`src/logic/ldc_defines.svh`:
```
// offsets, field positions, reset values and timing counts of the led control block
`ifndef LDC_DEFINES_SVH
`define LDC_DEFINES_SVH

// target addresses, seven bits
`define LDC_ADDR_STD      7'h36
`define LDC_ADDR_ALT      7'h38

// internal register addresses
`define LDC_OFS_GEN       8'h10
`define LDC_OFS_MAIN      8'ha0
`define LDC_OFS_AUX       8'hb0
`define LDC_OFS_IND       8'hc0

// power-on values
`define LDC_RST_GEN       8'h20
`define LDC_RST_MAIN      8'he0
`define LDC_RST_AUX       8'he0
`define LDC_RST_IND       8'hfc

// general control field positions
`define LDC_BIT_MAIN_ON   0
`define LDC_BIT_AUX_ON    1
`define LDC_BIT_IND_ON    2
`define LDC_BIT_FIFTH_ON  3
`define LDC_BIT_THIRD_ON  4
`define LDC_GEN_FIXED     3'h1
`define LDC_LEVEL_FILL    3'h7
`define LDC_IND_FILL      6'h3f

// timing
`define LDC_CLK_PERIOD_NS 50
`define LDC_PWM_PERIOD_NS 50000
`define LDC_PWM_CYCLES    (`LDC_PWM_PERIOD_NS / `LDC_CLK_PERIOD_NS)
`define LDC_PWM_SLOTS     16

`endif

```
`src/logic/ldc_pkg.sv`:
```
// types of the led control block
package ldc_pkg;

   // serial target states, gray steps along idle-rx-ack-tx-mack
   typedef enum logic [2:0]
   {
      ldc_st_idle = 3'b000,
      ldc_st_rx   = 3'b001,
      ldc_st_ack  = 3'b011,
      ldc_st_tx   = 3'b010,
      ldc_st_mack = 3'b110
   } ldc_state_t;

   // analog current step: 20, 40, 70, 100 percent
   typedef enum logic [1:0]
   {
      ldc_cur_20  = 2'h0,
      ldc_cur_40  = 2'h1,
      ldc_cur_70  = 2'h2,
      ldc_cur_100 = 2'h3
   } ldc_current_t;

endpackage

```
`src/logic/ldc_level_map.sv`:
```
// maps a five-bit brightness code to analog current step and pwm duty
`timescale 1ns/10ps
module ldc_level_map
(
   input  wire logic [4:0]          code,
   output ldc_pkg::ldc_current_t    current,
   output logic      [4:0]          duty
);

   // duty is in sixteenths, 1..16
   always_comb
   begin
      if (code <= 5'h0f)
      begin
         current = ldc_pkg::ldc_cur_20;
         duty    = code + 5'h01;
      end
      else if (code <= 5'h16)
      begin
         current = ldc_pkg::ldc_cur_40;
         duty    = code - 5'h06;
      end
      else if (code <= 5'h1c)
      begin
         current = ldc_pkg::ldc_cur_70;
         duty    = code - 5'h0c;
      end
      else
      begin
         current = ldc_pkg::ldc_cur_100;
         duty    = (code == 5'h1d) ? 5'h0d :
                   (code == 5'h1e) ? 5'h0f : 5'h10;
      end
   end

endmodule

```
`src/logic/ldc_ctrl.sv`:
```
// two-wire target, control registers, pwm dimming and pump gain choice
//
// Overview of operation
// - sda falling while scl high is start
// - sda rising while scl high is stop
// - bus busy from start until stop
// - repeated start restarts address reception
// - data changes only while scl low
// - bytes are eight bits, msb first
// - target pulls sda low on ninth pulse
// - first byte is address plus direction bit
// - answer only to selected seven-bit address
// - second byte selects register, third stores
// - general control holds five enables, bit5 one
// - bits 0-2 enable main, aux, indicator
// - bit4 third aux sink, bit3 fifth sense
// - brightness registers at a0, b0, c0
// - main and aux take five-bit codes
// - indicator takes two-bit code
// - low codes map to 20 percent
// - upper codes map to 40, 70, 100 percent
// - pwm dimming runs at 20 khz
// - indicator code picks 20/40/70/100 percent
// - low sink pin switches pump to 3/2
// - only enabled main/aux pins steer gain
// - reset pin low restores defaults, disables drive
`timescale 1ns/10ps
`include "ldc_defines.svh"
module ldc_ctrl
(
   input  wire logic                  ref_clk,
   input  wire logic                  sys_rst,
   input  wire logic                  scl,
   input  wire logic                  sda_in,
   output logic                       sda_out,
   output logic                       sda_oe,
   input  wire logic                  reset_n,
   input  wire logic                  alt_addr_sel,
   input  wire logic [4:0]            main_sink_low,
   input  wire logic [2:0]            aux_sink_low,
   output logic                       bus_busy,
   output logic                       main_group_drive,
   output ldc_pkg::ldc_current_t      main_group_current,
   output logic                       main_fifth_sense_on,
   output logic                       aux_group_drive,
   output logic                       aux_third_sink_drive,
   output ldc_pkg::ldc_current_t      aux_group_current,
   output logic                       indicator_drive,
   output ldc_pkg::ldc_current_t      indicator_current,
   output logic                       pump_gain_3_2
);

   localparam logic [11:0] SYNC_RST = 12'h003;
   localparam logic [9:0]  PWM_LAST = 10'(`LDC_PWM_CYCLES - 1);

   ldc_pkg::ldc_state_t    state_q;
   ldc_pkg::ldc_state_t    state_d;
   ldc_pkg::ldc_current_t  main_cur_w;
   ldc_pkg::ldc_current_t  aux_cur_w;
   logic [11:0]            meta_q;
   logic [11:0]            sync_q;
   logic                   scl_p_q;
   logic                   sda_p_q;
   logic                   busy_q;
   logic [3:0]             bit_cnt_q;
   logic [1:0]             byte_idx_q;
   logic                   rw_q;
   logic [7:0]             shift_q;
   logic [7:0]             ptr_q;
   logic [7:0]             gen_q;
   logic [7:0]             main_q;
   logic [7:0]             aux_q;
   logic [7:0]             ind_q;
   logic                   alt_q;
   logic [1:0]             strap_cnt_q;
   logic [9:0]             pwm_cnt_q;
   logic                   gain_q;
   logic                   main_drv_q;
   logic                   aux_drv_q;
   logic                   aux3_drv_q;
   logic                   ind_drv_q;
   logic                   fifth_q;
   ldc_pkg::ldc_current_t  main_cur_q;
   ldc_pkg::ldc_current_t  aux_cur_q;
   ldc_pkg::ldc_current_t  ind_cur_q;
   logic [4:0]             main_duty_w;
   logic [4:0]             aux_duty_w;

   // register write formatting is used four times, pwm compare twice
   function automatic logic pwm_on(input logic [9:0] cnt,
                                   input logic [4:0] duty);
      logic [13:0] pos;
      logic [13:0] lim;
      pos = {cnt, 4'h0};
      lim = 14'(duty) * 14'(`LDC_PWM_CYCLES);
      return pos < lim;
   endfunction

   function automatic logic [7:0] write_value(input logic [7:0] ptr,
                                              input logic [7:0] d,
                                              input logic [7:0] old);
      unique case (ptr)
         `LDC_OFS_GEN:  return {`LDC_GEN_FIXED, d[4:0]};
         `LDC_OFS_MAIN: return {`LDC_LEVEL_FILL, d[4:0]};
         `LDC_OFS_AUX:  return {`LDC_LEVEL_FILL, d[4:0]};
         `LDC_OFS_IND:  return {`LDC_IND_FILL, d[1:0]};
         default:       return old;
      endcase
   endfunction

   // pin synchroniser: every outside level passes two flops
   wire [11:0] raw_w = {aux_sink_low, main_sink_low, alt_addr_sel,
                        reset_n, sda_in, scl};

   always_ff @(posedge ref_clk or posedge sys_rst)
   begin
      if (sys_rst)
      begin
         meta_q <= SYNC_RST;
         sync_q <= SYNC_RST;
      end
      else
      begin
         meta_q <= raw_w;
         sync_q <= meta_q;
      end
   end

   wire       scl_s     = sync_q[0];
   wire       sda_s     = sync_q[1];
   wire       hw_rst_n  = sync_q[2];
   wire       alt_s     = sync_q[3];
   wire [4:0] main_low  = sync_q[8:4];
   wire [2:0] aux_low   = sync_q[11:9];

   wire scl_rise  = scl_s & ~scl_p_q;
   wire scl_fall  = ~scl_s & scl_p_q;
   wire start_w   = scl_s & scl_p_q & sda_p_q & ~sda_s;
   wire stop_w    = scl_s & scl_p_q & ~sda_p_q & sda_s;
   wire in_rx     = state_q == ldc_pkg::ldc_st_rx;
   wire in_ack    = state_q == ldc_pkg::ldc_st_ack;
   wire in_tx     = state_q == ldc_pkg::ldc_st_tx;
   wire in_mack   = state_q == ldc_pkg::ldc_st_mack;
   wire byte_done = in_rx & scl_fall & (bit_cnt_q == 4'h8);
   wire [6:0] my_addr = alt_q ? `LDC_ADDR_ALT : `LDC_ADDR_STD;
   wire addr_hit  = shift_q[7:1] == my_addr;
   wire ptr_load  = byte_done & (byte_idx_q == 2'h1);
   wire wr_pulse  = byte_done & (byte_idx_q == 2'h2);
   wire ack_exit  = in_ack & scl_fall;
   wire tx_load   = (ack_exit & rw_q) | (in_mack & scl_fall & ~sda_p_q);

   // unmapped addresses read as zero
   wire [7:0] read_w = (ptr_q == `LDC_OFS_GEN)  ? gen_q  :
                       (ptr_q == `LDC_OFS_MAIN) ? main_q :
                       (ptr_q == `LDC_OFS_AUX)  ? aux_q  :
                       (ptr_q == `LDC_OFS_IND)  ? ind_q  : 8'h00;

   always_comb
   begin
      state_d = state_q;
      unique case (state_q)
         ldc_pkg::ldc_st_idle: state_d = state_q;
         ldc_pkg::ldc_st_rx:
            if (byte_done)
               state_d = (byte_idx_q == 2'h0 && !addr_hit) ?
                         ldc_pkg::ldc_st_idle : ldc_pkg::ldc_st_ack;
         ldc_pkg::ldc_st_ack:
            if (scl_fall)
               state_d = rw_q ? ldc_pkg::ldc_st_tx : ldc_pkg::ldc_st_rx;
         ldc_pkg::ldc_st_tx:
            if (scl_fall && bit_cnt_q == 4'h7)
               state_d = ldc_pkg::ldc_st_mack;
         ldc_pkg::ldc_st_mack:
            if (scl_rise && sda_s)
               state_d = ldc_pkg::ldc_st_idle;
            else if (scl_fall)
               state_d = ldc_pkg::ldc_st_tx;
         default: state_d = ldc_pkg::ldc_st_idle;
      endcase
      if (stop_w)
         state_d = ldc_pkg::ldc_st_idle;
      if (start_w)
         state_d = ldc_pkg::ldc_st_rx;
   end

   always_ff @(posedge ref_clk or posedge sys_rst)
   begin
      if (sys_rst)
      begin
         scl_p_q <= 1'b1;
         sda_p_q <= 1'b1;
         state_q <= ldc_pkg::ldc_st_idle;
         busy_q  <= 1'b0;
      end
      else
      begin
         scl_p_q <= scl_s;
         sda_p_q <= sda_s;
         state_q <= state_d;
         if (start_w)
            busy_q <= 1'b1;
         else if (stop_w)
            busy_q <= 1'b0;
      end
   end

   // bit count, byte position and shifter
   always_ff @(posedge ref_clk or posedge sys_rst)
   begin
      if (sys_rst)
      begin
         bit_cnt_q  <= 4'h0;
         byte_idx_q <= 2'h0;
         rw_q       <= 1'b0;
         shift_q    <= 8'h00;
      end
      else if (start_w)
      begin
         bit_cnt_q  <= 4'h0;
         byte_idx_q <= 2'h0;
         rw_q       <= 1'b0;
      end
      else
      begin
         if (in_rx && scl_rise)
         begin
            shift_q   <= {shift_q[6:0], sda_s};
            bit_cnt_q <= bit_cnt_q + 4'h1;
         end
         if (byte_done && byte_idx_q == 2'h0)
            rw_q <= shift_q[0];
         if (ack_exit)
         begin
            bit_cnt_q <= 4'h0;
            if (byte_idx_q != 2'h2)
               byte_idx_q <= byte_idx_q + 2'h1;
         end
         if (tx_load)
         begin
            shift_q   <= read_w;
            bit_cnt_q <= 4'h0;
         end
         else if (in_tx && scl_fall)
         begin
            shift_q   <= {shift_q[6:0], 1'b0};
            bit_cnt_q <= bit_cnt_q + 4'h1;
         end
      end
   end

   // open drain: only ever pulls low, changes follow scl falls only
   assign sda_out  = 1'b0;
   assign sda_oe   = in_ack | (in_tx & ~shift_q[7]);
   assign bus_busy = busy_q;

   // strap follows the pin until the synchroniser has filled, then freezes;
   // the first edges after release only see the synchroniser reset value
   always_ff @(posedge ref_clk or posedge sys_rst)
   begin
      if (sys_rst)
      begin
         alt_q       <= 1'b0;
         strap_cnt_q <= 2'h0;
      end
      else if (strap_cnt_q != 2'h3)
      begin
         alt_q       <= alt_s;
         strap_cnt_q <= strap_cnt_q + 2'h1;
      end
   end

   // control registers; the reset pin restores them synchronously
   always_ff @(posedge ref_clk or posedge sys_rst)
   begin
      if (sys_rst)
      begin
         ptr_q  <= 8'h00;
         gen_q  <= `LDC_RST_GEN;
         main_q <= `LDC_RST_MAIN;
         aux_q  <= `LDC_RST_AUX;
         ind_q  <= `LDC_RST_IND;
      end
      else if (!hw_rst_n)
      begin
         ptr_q  <= 8'h00;
         gen_q  <= `LDC_RST_GEN;
         main_q <= `LDC_RST_MAIN;
         aux_q  <= `LDC_RST_AUX;
         ind_q  <= `LDC_RST_IND;
      end
      else
      begin
         if (ptr_load)
            ptr_q <= shift_q;
         if (wr_pulse && ptr_q == `LDC_OFS_GEN)
            gen_q <= write_value(ptr_q, shift_q, gen_q);
         if (wr_pulse && ptr_q == `LDC_OFS_MAIN)
            main_q <= write_value(ptr_q, shift_q, main_q);
         if (wr_pulse && ptr_q == `LDC_OFS_AUX)
            aux_q <= write_value(ptr_q, shift_q, aux_q);
         if (wr_pulse && ptr_q == `LDC_OFS_IND)
            ind_q <= write_value(ptr_q, shift_q, ind_q);
      end
   end

   wire main_group_on       = gen_q[`LDC_BIT_MAIN_ON];
   wire aux_group_on        = gen_q[`LDC_BIT_AUX_ON];
   wire indicator_on        = gen_q[`LDC_BIT_IND_ON];
   wire main_fifth_sense_en = gen_q[`LDC_BIT_FIFTH_ON];
   wire aux_third_sink_on   = gen_q[`LDC_BIT_THIRD_ON];

   ldc_level_map u_main_map
   (
      .code    (main_q[4:0]),
      .current (main_cur_w),
      .duty    (main_duty_w)
   );

   ldc_level_map u_aux_map
   (
      .code    (aux_q[4:0]),
      .current (aux_cur_w),
      .duty    (aux_duty_w)
   );

   // 20 khz timebase shared by both dimmed groups
   always_ff @(posedge ref_clk or posedge sys_rst)
   begin
      if (sys_rst)
         pwm_cnt_q <= 10'h000;
      else
         pwm_cnt_q <= (pwm_cnt_q == PWM_LAST) ? 10'h000
                                               : pwm_cnt_q + 10'h001;
   end

   wire main_pwm_w = pwm_on(pwm_cnt_q, main_duty_w);
   wire aux_pwm_w  = pwm_on(pwm_cnt_q, aux_duty_w);

   // only enabled main and aux pins are watched; indicator never is
   wire [4:0] main_mon_w = main_group_on ?
      (main_low & {main_fifth_sense_en, 4'hf}) : 5'h00;
   wire [2:0] aux_mon_w  = aux_group_on ?
      (aux_low & {aux_third_sink_on, 2'h3}) : 3'h0;
   wire any_low_w  = |{main_mon_w, aux_mon_w};
   wire any_mon_w  = main_group_on | aux_group_on;

   // gain stays raised until monitoring stops or the reset pin goes low; avoids toggling at threshold
   always_ff @(posedge ref_clk or posedge sys_rst)
   begin
      if (sys_rst)
         gain_q <= 1'b0;
      else if (!hw_rst_n || !any_mon_w)
         gain_q <= 1'b0;
      else if (any_low_w)
         gain_q <= 1'b1;
   end

   always_ff @(posedge ref_clk or posedge sys_rst)
   begin
      if (sys_rst)
      begin
         main_drv_q <= 1'b0;
         aux_drv_q  <= 1'b0;
         aux3_drv_q <= 1'b0;
         ind_drv_q  <= 1'b0;
         fifth_q    <= 1'b0;
         main_cur_q <= ldc_pkg::ldc_cur_20;
         aux_cur_q  <= ldc_pkg::ldc_cur_20;
         ind_cur_q  <= ldc_pkg::ldc_cur_20;
      end
      else
      begin
         main_drv_q <= hw_rst_n & main_group_on & main_pwm_w;
         aux_drv_q  <= hw_rst_n & aux_group_on & aux_pwm_w;
         aux3_drv_q <= hw_rst_n & aux_group_on & aux_third_sink_on
                       & aux_pwm_w;
         ind_drv_q  <= hw_rst_n & indicator_on;
         fifth_q    <= hw_rst_n & main_fifth_sense_en;
         main_cur_q <= main_cur_w;
         aux_cur_q  <= aux_cur_w;
         ind_cur_q  <= ldc_pkg::ldc_current_t'(ind_q[1:0]);
      end
   end

   assign main_group_drive     = main_drv_q;
   assign main_group_current   = main_cur_q;
   assign main_fifth_sense_on  = fifth_q;
   assign aux_group_drive      = aux_drv_q;
   assign aux_third_sink_drive = aux3_drv_q;
   assign aux_group_current    = aux_cur_q;
   assign indicator_drive      = ind_drv_q;
   assign indicator_current    = ind_cur_q;
   assign pump_gain_3_2        = gain_q;
endmodule

```
`config.mk`:
```
export PLATFORM = sky130hd
export DESIGN_NAME = ldc_ctrl
export DESIGN_NICKNAME = d
export VERILOG_FILES = /design/src/logic/ldc_pkg.sv /design/src/logic/ldc_level_map.sv /design/src/logic/ldc_ctrl.sv
export VERILOG_INCLUDE_DIRS = /design/src /design/src/logic
export SDC_FILE = /design/constraint.sdc
export NUM_CORES = 1
export LEC_CHECK = 0
export ABC_AREA = 1
export BUFFER_PORTS_ARGS = -buffer_cell sky130_fd_sc_hd__buf_2
export CORE_UTILIZATION = 50
export CTS_CLUSTER_SIZE = 12
export DETAILED_ROUTE_END_ITERATION = 7
export GPL_ROUTABILITY_DRIVEN = 0
export PLACE_DENSITY = 0.67
export SLEW_MARGIN = 30
export SYNTH_ARGS = -nofsm -noshare
export SYNTH_HDL_FRONTEND = slang
export SYNTH_HIERARCHICAL = 1
export SYNTH_SLANG_ARGS = --single-unit
```
`constraint.sdc`:
```
create_clock -name ref_clk -period 5.75 [get_ports ref_clk]
set_input_delay 0.8625 -clock ref_clk [delete_from_list [all_inputs] [get_ports ref_clk]]
set_output_delay 0.8625 -clock ref_clk [all_outputs]
set_load 0.01 [all_outputs]
```
Yosys cells after proc, flatten, opt, wreduce, memory -nomap -nowiden
Cells that the tools add are included.
{ "word_totals": {"input_bits": 14, "wordCells": 207, "output_inout_bits": 15, "reg_bits": 110} }
{ "classes": {"addsub": 10, "eq_ne": 31, "bitwise": 35, "n_mul": 2, "reduce_logical": 32, "n_lt_le_gt_ge": 8, "n_mux": 62} }
{ "op_table": {"columns": ["op", "n"], "rows": [
  ["$mux 8", 17],
  ["$mux 5", 11],
  ["$lt 14x14->1", 2],
  ["$and 1x1->1", 24],
  ["$eq 8x8->1 const B", 3],
  ["$mux 3", 8],
  ["$mux 4", 6],
  ["$pmux 8 s3", 1],
  ["$mul 5x7->11 const B", 2],
  ["$eq 5x5->1 const B", 4],
  ["$le 5x5->1 const B", 4],
  ["$mux 2", 9],
  ["$pmux 3 s5", 1],
  ["$reduce_and 2->1", 6],
  ["$add 10x1->10 const B", 1],
  ["$add 5x1->5 const B", 2],
  ["$eq 10x10->1 const B", 1],
  ["$le 5x4->1 const B", 2],
  ["$logic_and 1x1->1", 10],
  ["$mux 10", 1],
  ["$ne 2x1->1 const B", 5],
  ["$reduce_bool 2->1", 5],
  ["$sub 5x3->5 const B", 2],
  ["$sub 5x4->5 const B", 2],
  ["31 further kinds", 51]
]} }

Logic depth before layout (Yosys ltp)
Gate-level depths: netlist (run 1).
{ "logic_depth": {"ltp_word": 9, "mapped_depth": 28} }

Hierarchy
The synthesis (run 1) kept the hierarchy.
{ "modules_own_cells": {"columns": ["mod", "cells_per_inst", "area_per_inst_um2", "n_inst"], "rows": [
  ["ldc_ctrl", 698, 6227.2, 1],
  ["ldc_level_map", 89, 485.5, 2]
]} }

Worst setup path after synthesis (run 1)
Ideal clock, no wire load.
{ "synth_timing": {"kind": "reg2reg", "from": "register aux_q[2]", "to": "register aux_drv_q, in the netlist aux_group_drive", "arrival_time_ps": 4688, "period_less_slack_ps": 4813, "path_buffers": 0, "path_stages_with_launch": 28, "slack_ps": 937, "cell_sequence": "dfrtp_1 ha_1 nand2_1 inv_1 ha_1 inv_1 nand2_2 inv_4 a21oi_1 nor2_1 inv_1 fa_1 fa_1 inv_1 fa_1 inv_1 ha_1 nand3_1 nand3_1 a21oi_1 o21bai_1 xor2_1 ha_1 nand2_1 nor2_1 nand3_1 o2111ai_1 nor2_1"} }
{ "synth_via": {"elab_chain_len": 9, "elab_cells_between_ends": 16, "cone_classes": "3 x add/sub; 1 x mul; 4 x order compare; 2 x eq/ne; 5 x mux; 1 x bitwise"} }
{ "synth_rtl": {"columns": ["element", "line", "source"], "rows": [
  ["start, declared", "ldc_ctrl.sv:72", "logic [7:0] aux_q;"],
  ["start signal, assigned", "ldc_ctrl.sv:280", "aux_q <= `LDC_RST_AUX;"],
  ["start signal, assigned", "ldc_ctrl.sv:288", "aux_q <= `LDC_RST_AUX;"],
  ["start signal, assigned", "ldc_ctrl.sv:300", "aux_q <= write_value(ptr_q, shift_q, aux_q);"],
  ["parallel branches: the longest is 5 deep, another holds $sub 5x4->5", null, null],
  ["$mux 5 *", "ldc_level_map.sv:13", "if (code <= 5'h0f)"],
  ["named net aux_duty_w[3]", "ldc_ctrl.sv:87", "logic [4:0] aux_duty_w;"],
  ["$mul 5x7->11 *", "ldc_ctrl.sv:95", "lim = 14'(duty) * 14'(`LDC_PWM_CYCLES);"],
  ["$lt 14x14->1 *", "ldc_ctrl.sv:96", "return pos < lim;"],
  ["$and 1x1->1 *", "ldc_ctrl.sv:374", "aux_drv_q <= hw_rst_n & aux_group_on & aux_pwm_w;"],
  ["end signal, assigned", "ldc_ctrl.sv:374", null],
  ["end, declared", "ldc_ctrl.sv:79", "logic aux_drv_q;"]
]} }
Mark *: on every way through the listed nets, which the timed path passes.
A chain may end at the register's enable or synchronous reset.

Worst setup path after layout (run 1)
{ "layout_timing": {"from": "register main_q[3]", "to": "register main_drv_q, in the netlist main_group_drive"} }
{ "layout_via": {"elab_chain_len": 9, "elab_cells_between_ends": 16, "cone_classes": "3 x add/sub; 1 x mul; 4 x order compare; 2 x eq/ne; 5 x mux; 1 x bitwise"} }
{ "layout_rtl": {"columns": ["element", "line", "source"], "rows": [
  ["start, declared", "ldc_ctrl.sv:71", "logic [7:0] main_q;"],
  ["start signal, assigned", "ldc_ctrl.sv:279", "main_q <= `LDC_RST_MAIN;"],
  ["start signal, assigned", "ldc_ctrl.sv:287", "main_q <= `LDC_RST_MAIN;"],
  ["start signal, assigned", "ldc_ctrl.sv:298", "main_q <= write_value(ptr_q, shift_q, main_q);"],
  ["parallel branches: the longest is 5 deep, another holds $sub 5x4->5", null, null],
  ["$mux 5 *", "ldc_level_map.sv:13", null],
  ["named net main_duty_w[3]", "ldc_ctrl.sv:86", "logic [4:0] main_duty_w;"],
  ["$mul 5x7->11 *", "ldc_ctrl.sv:95", null],
  ["$lt 14x14->1 *", "ldc_ctrl.sv:96", null],
  ["$and 1x1->1 *", "ldc_ctrl.sv:373", "main_drv_q <= hw_rst_n & main_group_on & main_pwm_w;"],
  ["end signal, assigned", "ldc_ctrl.sv:373", null],
  ["end, declared", "ldc_ctrl.sv:78", "logic main_drv_q;"]
]} }
Marks and branches as above.

==> results of run 1 <==
-- timing repair --
action	in CTS	in global routing
setup endpoints to repair	0	1
hold buffers	0	0
endpoints found under the hold margin	0	0
resized for setup	0	1
-- layout by cell type (no fill, tap or decap), types with 2 or more instances in the layout --
master                      count
sky130_fd_sc_hd__a21boi_1       2
sky130_fd_sc_hd__o22ai_1        6
sky130_fd_sc_hd__a21oi_1       46
sky130_fd_sc_hd__o21ai_0       25
sky130_fd_sc_hd__nor2_1        59
sky130_fd_sc_hd__o21ai_2        3
sky130_fd_sc_hd__or2_1          2
sky130_fd_sc_hd__nand4_1        9
sky130_fd_sc_hd__nor2_4        10
sky130_fd_sc_hd__ha_1          81
sky130_fd_sc_hd__dfrtp_1       89
sky130_fd_sc_hd__nand3_4        3
sky130_fd_sc_hd__fa_1          20
sky130_fd_sc_hd__xnor2_1        7
sky130_fd_sc_hd__inv_2         20
sky130_fd_sc_hd__nor3_1        11
sky130_fd_sc_hd__o21bai_1       2
sky130_fd_sc_hd__buf_2         27
sky130_fd_sc_hd__nand3_1       59
sky130_fd_sc_hd__o2111ai_1      2
sky130_fd_sc_hd__o21ai_1       25
sky130_fd_sc_hd__xor2_1        12
sky130_fd_sc_hd__nor2_2         4
sky130_fd_sc_hd__buf_4          2
sky130_fd_sc_hd__nand2_2       19
sky130_fd_sc_hd__clkbuf_16      9
sky130_fd_sc_hd__inv_4          3
sky130_fd_sc_hd__dfstp_2       12
sky130_fd_sc_hd__nand2_4        6
sky130_fd_sc_hd__inv_6          2
sky130_fd_sc_hd__nand2_1      186
sky130_fd_sc_hd__o211ai_1       2
sky130_fd_sc_hd__inv_1        133
-- registers in the layout, summed over array words and instances, names as in the netlist, 8 cells and up --
signal and cells:
meta_q 12, sync_q 12, pwm_cnt_q 10, ptr_q 8, shift_q 8
-- cell families after synthesis --
group | after synthesis
buffers and inverters | 162
and+or+nand+nor | 372
xor gates and xnor gates | 19
other | 1
adders and majority gates | 101
AOI/OAI and AO/OA | 118
muxes | 1
DFF | 102
-- power breakdown --
group	switching, mW	internal, mW
clock network	0.288	0.346
registers	0.0878	0.788
logic	2.01	1.37
total	2.38	2.50
-- layer usage --
metal / global-route usage (%) / routed length (um)
met5: 0 / 0
met1: 28.7 / 6830
met3: 3.89 / 471
met4: 6.40 / 262
met2: 34.4 / 6870
-- area by class of cell --
cell class	count	area (sq um)	share of cell area, %
tap	180	225	2.87
multi-input combinational	612	3990	50.9
inverter	156	593	7.57
clock buffer	10	229	2.92
timing repair buffer	29	150	1.92
sequential	102	2570	32.8
clock inverter	6	80.1	1.02
-- through the flow --
step / instance area [sq um] / cells
after CTS: 7840 / 1095
after floorplan: 7200 / 876
after global placement: 7530 / 1079
after detailed placement: 7530 / 1079
after global routing: 7840 / 1095
final: 7840 / 1095
-- worst min path at each step --
stage	cells after the start	from	to
finish	0	meta_q[2]	sync_q[2]
global placement	0	meta_q[9]	sync_q[9]
detailed placement	0	meta_q[2]	sync_q[2]
global route	0	meta_q[6]	sync_q[6]
CTS	0	meta_q[2]	sync_q[2]
floorplan	0	meta_q[10]	sync_q[10]
-- worst max-delay path, cell delays in order, from the launching register on --
cell and delay (ns):
sky130_fd_sc_hd__dfrtp_1 0.50, sky130_fd_sc_hd__inv_2 0.11, sky130_fd_sc_hd__ha_1 0.22, sky130_fd_sc_hd__nand2_1 0.13
sky130_fd_sc_hd__nand3_4 0.14, sky130_fd_sc_hd__nor2_2 0.17, sky130_fd_sc_hd__nand2_1 0.07, sky130_fd_sc_hd__nand2_1 0.06
sky130_fd_sc_hd__nor2_1 0.04, sky130_fd_sc_hd__nor2_1 0.19, sky130_fd_sc_hd__inv_1 0.14, sky130_fd_sc_hd__fa_1 0.56
sky130_fd_sc_hd__fa_1 0.54, sky130_fd_sc_hd__inv_1 0.05, sky130_fd_sc_hd__fa_1 0.50, sky130_fd_sc_hd__inv_1 0.04
sky130_fd_sc_hd__ha_1 0.36, sky130_fd_sc_hd__nand2_1 0.09, sky130_fd_sc_hd__nand3_1 0.12, sky130_fd_sc_hd__a21oi_1 0.16
sky130_fd_sc_hd__o21bai_1 0.09, sky130_fd_sc_hd__xor2_1 0.15, sky130_fd_sc_hd__ha_1 0.28, sky130_fd_sc_hd__nand2_1 0.06
sky130_fd_sc_hd__nor2_1 0.14, sky130_fd_sc_hd__nand3_1 0.09, sky130_fd_sc_hd__o2111ai_1 0.14, sky130_fd_sc_hd__nor2_1 0.06
==> results.txt, run 1 <==
STA classifies the critical path startpoint as a register. The time the final worst path needs with I/O delays and setup came out at between 5 and 6 ns. The leftover overflow at the end of global routing came out at 0. Power spread over the standard cell area amounts to around 620 nW/um^2. Synthesis inferred between 100 and 150 register bits. The average routed wire per standard cell came out at between 10 and 15 um.

The hold slack is about 0.35 ns. The die area is between 10,000 and 15,000 sq um. Counting every sink on the clock net gives between 100 and 150. The worst setup slack before clock tree synthesis is 0.390 ns. The end of the worst register-to-register path is main_group_drive. The largest vdd supply drop is 372 uV. The register area share after synthesis is between 30% and 40%. Adding up every negative setup slack in the final design gives 0 ns. The maximum clock insertion buffer count came out at 2. The estimated wirelength of the detail-placed design is 11.1 mm. The die width came out at 122 um.

The critical register-to-register path startpoint is main_q[3]. The number of setup violations in the final report came out at 0. The reported leakage power is just over 4 nW.

Yosys mapped the design onto 43 distinct sky130hd cell types. Setup repair after global routing left no endpoint under its margin. After the last flow step, the layout net total stands at around 1,000. The number of levels in the clock H-tree came out at 3. The aggregate routed wire length is 14.4 mm.

The slew of the pin with the lowest slew margin came out at between 0.7 and 0.8 ns. The share of the clock period used by the worst path after layout came out at between 90% and 100%. The number of cells traversed by the worst register-to-register path is 27. The initial standard-cell utilization of the core is between 50 and 60%. The number of enable-type register cells in the synthesized netlist came out at 0. In this run, the number of DRC markers left after iteration 0 of detailed routing was 288. Clock-pin slew was measured on the worst setup and hold paths at approximately 0.070 ns.

From bottom edge to top edge, the die measures 122 um. The residual antenna-violating net count after detailed routing is 0. The simple-gate share of the synthesized area came out at 24.3%. During synthesis, Yosys emitted a total of 6 warnings. The complex-gate fraction of the synthesized area came out at under 10%. The largest net degree at the start of global routing is a little under 60. The total count of hold-check failures in the final report came out at 0. The xor/xnor cell area share of the yosys netlist came out at between 2 and 2.5%. The average instance in the mapped netlist occupies between 8 and 9 sq um. The arrival time at the worst endpoint is approximately 5.6 ns. The number of antenna violations at the first check in global routing came out at 0. The count of pins over their slew limit is 0.

The number of standard cells after synthesis is about 880. The number of nets produced by synthesis came out at between 900 and 1,000. Measured against its own limit, the worst slew margin works out to between 50% and 60%. The placeable core area is ~14,000 sq um. Counting the fill cells in the layout gives ~1,300.

The repair_antennas step left the layout with diodes totalling 0. The largest fanout on the critical path is 8. The worst-case clock skew is 0.00807 ns. In this run the post-CTS setup repair buffer count came out at 0. The clock root buffer is sky130_fd_sc_hd__clkbuf_16. In this run the register-to-register setup slack is approximately 0.44 ns. The most common cell in the synthesized netlist is sky130_fd_sc_hd__nand2_1. The post-synthesis share of cell area spent on full adders, half adders and majority gates is a little under 20%.

For this design the top-level I/O count stands at 29. The overall fraction of global-route tracks in use is 21.2%. Relative to the synthesized area, the layout overhead comes to 8.88%. The synthesized cell area is 7200 sq um.

The cell row count is 43. By area, the combinational part of the netlist is dominated by simple AND/OR/NAND/NOR gates. The power after layout is 4.88 mW.

The TritonCTS clock tree is yes. The fraction of post-synthesis cell area in the top cell type by area is a little under a third. The number of global-route vias before repair is about 5,300. The mux share of post-synthesis cell area is 0.156%. The worst setup path is captured at a register. The detail-routed via count per cell came out at 5.07. The end of the critical path is main_group_drive.

The utilization after layout came out at between 50% and 60%. The number of CTS-inserted buffers came out at 9. The port buffer count is 27. The worst path meets setup with 0.436 ns of slack. The critical path is of the reg2reg type.

The run finished with clean final reports. The path category of the worst min-delay check is reg2reg. The critical path data required time is about 6 ns. The max-cap violation count came out at 0. Counting flops with an async set or reset pin after synthesis yields a share of between 90% and 100%. The top flip-flop cell by instance count after synthesis is sky130_fd_sc_hd__dfrtp_1. For this run, the top clock speed supported by timing is approximately 190 MHz.

The commonest cells after synthesis are sky130_fd_sc_hd__nand2_1, sky130_fd_sc_hd__inv_1, sky130_fd_sc_hd__dfrtp_1. For this run, design rule violations remaining after detail routing come to 0. Clock latency on the worst-skew pair, taken at its later pin, is between 0.3 and 0.4 ns.

Ranked by total cell area, the synthesized netlist is headed by sky130_fd_sc_hd__dfrtp_1, sky130_fd_sc_hd__ha_1, sky130_fd_sc_hd__nand2_1, sky130_fd_sc_hd__inv_1, sky130_fd_sc_hd__fa_1. The ratio of cells with drive above 1 in the final layout came out at 14.1%. Tracing the worst setup path back leads to its startpoint at main_q[3]. The global-route wire length before repair came out at about 25 mm. The vias after detailed routing came out at 5,547. The synthesized design spends more area on one cell type than any other, namely sky130_fd_sc_hd__dfrtp_1.

The iteration count of the initial detailed-routing pass came out at 5.
No activity file was read; power rests on OpenSTA's default activity.
==> inputs of run 2 (changes only) <==
--- a/config.mk
+++ b/config.mk
@@ -8,13 +8,15 @@
 export LEC_CHECK = 0
 export ABC_AREA = 1
 export BUFFER_PORTS_ARGS = -buffer_cell sky130_fd_sc_hd__buf_2
-export CORE_UTILIZATION = 50
+export CELL_PAD_IN_SITES_DETAIL_PLACEMENT = 2
+export CELL_PAD_IN_SITES_GLOBAL_PLACEMENT = 2
+export CORE_UTILIZATION = 39
 export CTS_CLUSTER_SIZE = 12
 export DETAILED_ROUTE_END_ITERATION = 7
 export GPL_ROUTABILITY_DRIVEN = 0
-export PLACE_DENSITY = 0.67
+export GPL_TIMING_DRIVEN = 1
+export PLACE_DENSITY_LB_ADDON = 0.1
 export SLEW_MARGIN = 30
 export SYNTH_ARGS = -nofsm -noshare
 export SYNTH_HDL_FRONTEND = slang
-export SYNTH_HIERARCHICAL = 1
 export SYNTH_SLANG_ARGS = --single-unit
==> results.txt, run 2 <==
The flow ran to the end, and the final reports show no timing, DRC or antenna violations. The number of levels in the clock H-tree is 3 (unchanged). The mux share of post-synthesis cell area is 0.324% (+0.17 points). The leftover overflow at the end of global routing is 0 (unchanged). In the post-synthesis netlist, the biggest area contributors are sky130_fd_sc_hd__dfrtp_1, sky130_fd_sc_hd__ha_1, sky130_fd_sc_hd__nand2_1, sky130_fd_sc_hd__inv_1, sky130_fd_sc_hd__fa_1.

The critical path data required time is 5.98 ns (about the same). The total count of hold-check failures in the final report is 0 (unchanged). The slew of the pin with the lowest slew margin came out at 0.800 ns (+0.0804 ns). The startpoint type of the worst setup path is a register. The worst setup slack before clock tree synthesis came to 0.0440 ns (-0.347 ns). The complex-gate fraction of the synthesized area came out at 11.8% (+2.8 points).

The worst-skew pair later-pin latency is 0.37 ns (+0.02 ns). The clock-pin transition on the worst setup and hold timing paths came to 0.08 ns (about the same). The worst-case clock skew came out at 0.0132 ns (+0.00509 ns). The time the final worst path needs with I/O delays and setup is 5.43 ns (+0.112 ns).

The cell taking the most area after synthesis is sky130_fd_sc_hd__dfrtp_1. The simple-gate share of the synthesized area came out at 21.0% (-3.3 points). The number of standard cells after synthesis is 822 (-6.2%). The aggregate routed wire length is 21.2 mm (+47%). The synthesized area divided by synthesized cell count came out at 8.46 sq um (+2.9%).

The count of warnings emitted by yosys is 0 (-6). The vias after detailed routing is 5,830 (+5.1%). The max-cap violation count was 0 (unchanged). The post-synthesis share of cell area spent on full adders, half adders and majority gates was 20.0% (+0.34 points). The hold-critical path endpoint is sync_q[7]. The number of global-route vias before repair came out at 6,356 (+19%).

The antenna diode count came out at 0 (unchanged). The count of different cell masters after synthesis came out at 47 (+9.3%). The average routed wire per standard cell is 19.4 um (+47%). The total DRC errors in the routed layout is 0 (unchanged).

The detail-routed via count per cell is 5.34 (+5.4%). The worst slew slack as a fraction of its limit is 46.7% (-5.4 points). The port buffer count is 27 (unchanged).

The most used flip-flop cell after synthesis is sky130_fd_sc_hd__dfrtp_1. The worst setup path is of the reg2reg kind. The share of the clock period used by the worst path after layout is 94.4% (+1.9 points). The number of setup violations in the final report is 0 (unchanged). In this run the worst hold path is classified as reg2reg.

The hold slack came out at 0.354 ns (+0.00477 ns). Compared with the post-synthesis result, the final layout area differs by 11.8%. The startpoint identified for the worst hold timing path is meta_q[7].

By instance count, the leading cell after synthesis is sky130_fd_sc_hd__nand2_1. The final worst setup slack is 0.324 ns (-0.112 ns). The vertical die dimension came out at 135 um (+11%). The count of pins on the block boundary is 29 (unchanged). The number of placed instances, taps included is 1,068 (-1.0%). The number of cells traversed by the worst register-to-register path came out at 25 (-7.4%).

The largest fanout on the critical path came out at 6 (-2). The maximum clock frequency was 184 MHz (-2.1%). The estimated wirelength of the detail-placed design came out at 16.1 mm (+45%). The xor/xnor cell area share of the yosys netlist came out at 1.89% (-0.42 points). The library cell used most frequently in the layout, excluding fill and tap cells, is sky130_fd_sc_hd__nand2_1. The kind of end point of the critical path is a register. The TritonCTS clock tree is yes. The violation count after the first detailed-routing iteration is 174 (-40%). Counting instances in the post-synthesis netlist gives the leading cell types as sky130_fd_sc_hd__nand2_1, sky130_fd_sc_hd__inv_1, sky130_fd_sc_hd__dfrtp_1. The number of antenna violations at the first check in global routing came out at 1 (+1). The post-synthesis sequential element count is 102 (unchanged).

The initial standard-cell utilization of the core was 40.0% (-11 points). By area, the combinational part of the netlist is dominated by simple AND/OR/NAND/NOR gates. The placeable core area came out at 17,400 sq um (+24%). The fraction of post-synthesis cell area in the top cell type by area was 32.4% (+1.1 points).

The count of pins over their slew limit came out at 0 (unchanged). The cell row count came out at 48 (+12%). The number of nets produced by synthesis is 935 (-5.7%). The count of nets after finishing is 975 (-4.9%). The cell depth of the worst hold path came out at 0 (unchanged).

The worst register-to-register path begins at main_q[2]. The die width came out at 135 um (+11%). The number of CTS-inserted buffers came out at 9 (unchanged).

The fraction of registers with async set or reset after synthesis is 100% (unchanged). The synthesized cell area is 6950 sq um (-3.4%). The library cells used most frequently in the layout, excluding fill and tap cells, are sky130_fd_sc_hd__nand2_1, sky130_fd_sc_hd__inv_1, sky130_fd_sc_hd__dfrtp_1, sky130_fd_sc_hd__ha_1, sky130_fd_sc_hd__nand3_1. The final instance count without filler cells is 1,092 (-0.27%). The largest net degree at the start of global routing came out at 58 (-1.7%).

The register area share after synthesis came out at 36.9% (+1.3 points). The number of enable-type register cells in the synthesized netlist is 0 (unchanged). The number of sinks handled by clock tree synthesis was 102 (unchanged). The die area came out at 18,400 sq um (+23%).

The arrival time at the worst endpoint came out at 5.65 ns (+0.10 ns). The overall fraction of global-route tracks in use came out at 24.1% (+2.9 points). The endpoint identified for the worst register-to-register timing path is main_group_drive.

The maximum clock insertion buffer count came out at 2 (unchanged). The iteration count of the initial detailed-routing pass is 4 (-1). The setup slack of the most critical reg-to-reg path was 0.32 ns (-0.11 ns). The global-route wire length before repair is 33.9 mm (+37%).

In the final layout, the registers with the most flip-flops are meta_q: 12 flops, sync_q: 12 flops, pwm_cnt_q: 10 flops. The residual antenna-violating net count after detailed routing came out at 0 (unchanged). Clock tree synthesis selected as its root buffer the cell sky130_fd_sc_hd__clkbuf_16. The ratio of cells with drive above 1 in the final layout is 15.7% (+1.6 points).
-- run 2: worst max-delay path: stages, from the launching register on --
cell and delay [ns]:
sky130_fd_sc_hd__dfrtp_1 0.46, sky130_fd_sc_hd__ha_1 0.30, sky130_fd_sc_hd__nand2_1 0.09, sky130_fd_sc_hd__inv_1 0.04, sky130_fd_sc_hd__ha_1 0.21, sky130_fd_sc_hd__a21oi_4 0.22, sky130_fd_sc_hd__inv_2 0.10, sky130_fd_sc_hd__nand3_1 0.11
sky130_fd_sc_hd__inv_2 0.06, sky130_fd_sc_hd__nor2_4 0.17, sky130_fd_sc_hd__inv_1 0.11, sky130_fd_sc_hd__fa_2 0.51, sky130_fd_sc_hd__fa_1 0.55, sky130_fd_sc_hd__inv_1 0.06, sky130_fd_sc_hd__fa_1 0.48, sky130_fd_sc_hd__ha_1 0.38
sky130_fd_sc_hd__a21oi_1 0.23, sky130_fd_sc_hd__nand2_1 0.07, sky130_fd_sc_hd__nand2_1 0.08, sky130_fd_sc_hd__nand2_1 0.06, sky130_fd_sc_hd__a21oi_1 0.17, sky130_fd_sc_hd__xor2_1 0.10, sky130_fd_sc_hd__ha_1 0.31, sky130_fd_sc_hd__nand2_1 0.05
sky130_fd_sc_hd__nor3_1 0.22, sky130_fd_sc_hd__a21oi_1 0.12
-- run 2: repair_timing --
action | CTS | global route
setup endpoints to repair | 2 | 3
pin swaps | 0 | 2
resized for setup | 1 | 19
setup buffers | 0 | 8
hold buffers | 0 | 0
-- run 2: worst max path at each step --
| stage | from | to |
|---|---|---|
| 5_1_grt | aux_q[2] | aux_group_drive |
| 3_3_place_gp | aux_q[2] | aux_third_sink_drive |
| 3_5_place_dp | aux_q[2] | aux_third_sink_drive |
| 6_report | main_q[2] | main_group_drive |
| 4_1_cts | aux_q[0] | aux_third_sink_drive |
| 2_1_floorplan | aux_q[2] | aux_third_sink_drive |
-- run 2: final cells by class --
cell class | instances | area (sq um)
fill | 1978 | 9590
timing repair buffer | 37 | 210
clock inverter | 7 | 93.8
multi-input combinational | 580 | 3890
clock buffer | 9 | 225
tap | 225 | 282
sequential | 102 | 2570
inverter | 132 | 499
-- run 2: through the flow --
stage | utilization (%) | TNS (ns) | area [sq um]
final | 44.8 | 0 | 7770
after global routing | 44.8 | -0.00345 | 7770
after CTS | 44.1 | 0 | 7650
after floorplan | - | 0 | 6950
after global placement | 42.2 | 0 | 7320
after detailed placement | 42.2 | 0 | 7320
-- run 2: logic make-up (layout without fill, tap and decap cells) --
kind of cell             Yosys count  after routing
adder cells (fa/ha/maj)           99             99
buffers and inverters            140            185
AO/OA/AOI/OAI                    143            143
multiplexers                       2              2
AND/OR/NAND/NOR                  320            320
other                              1              1
flip-flops                       102            102
XOR/XNOR                          15             15
-- run 2: routing by layer --
metal	global-route usage, %	vias to the layer above	wire length, um
met3	3.14	27	522
met5	0	-	0
li1	-	2755	-
met4	7.05	0	346
met2	42.9	63	11100
met1	30.4	2985	9170
Power of run 2 is left out: the tool's default activity adds up to more than one toggle a clock period on the data nets, which glitch-free logic cannot reach.
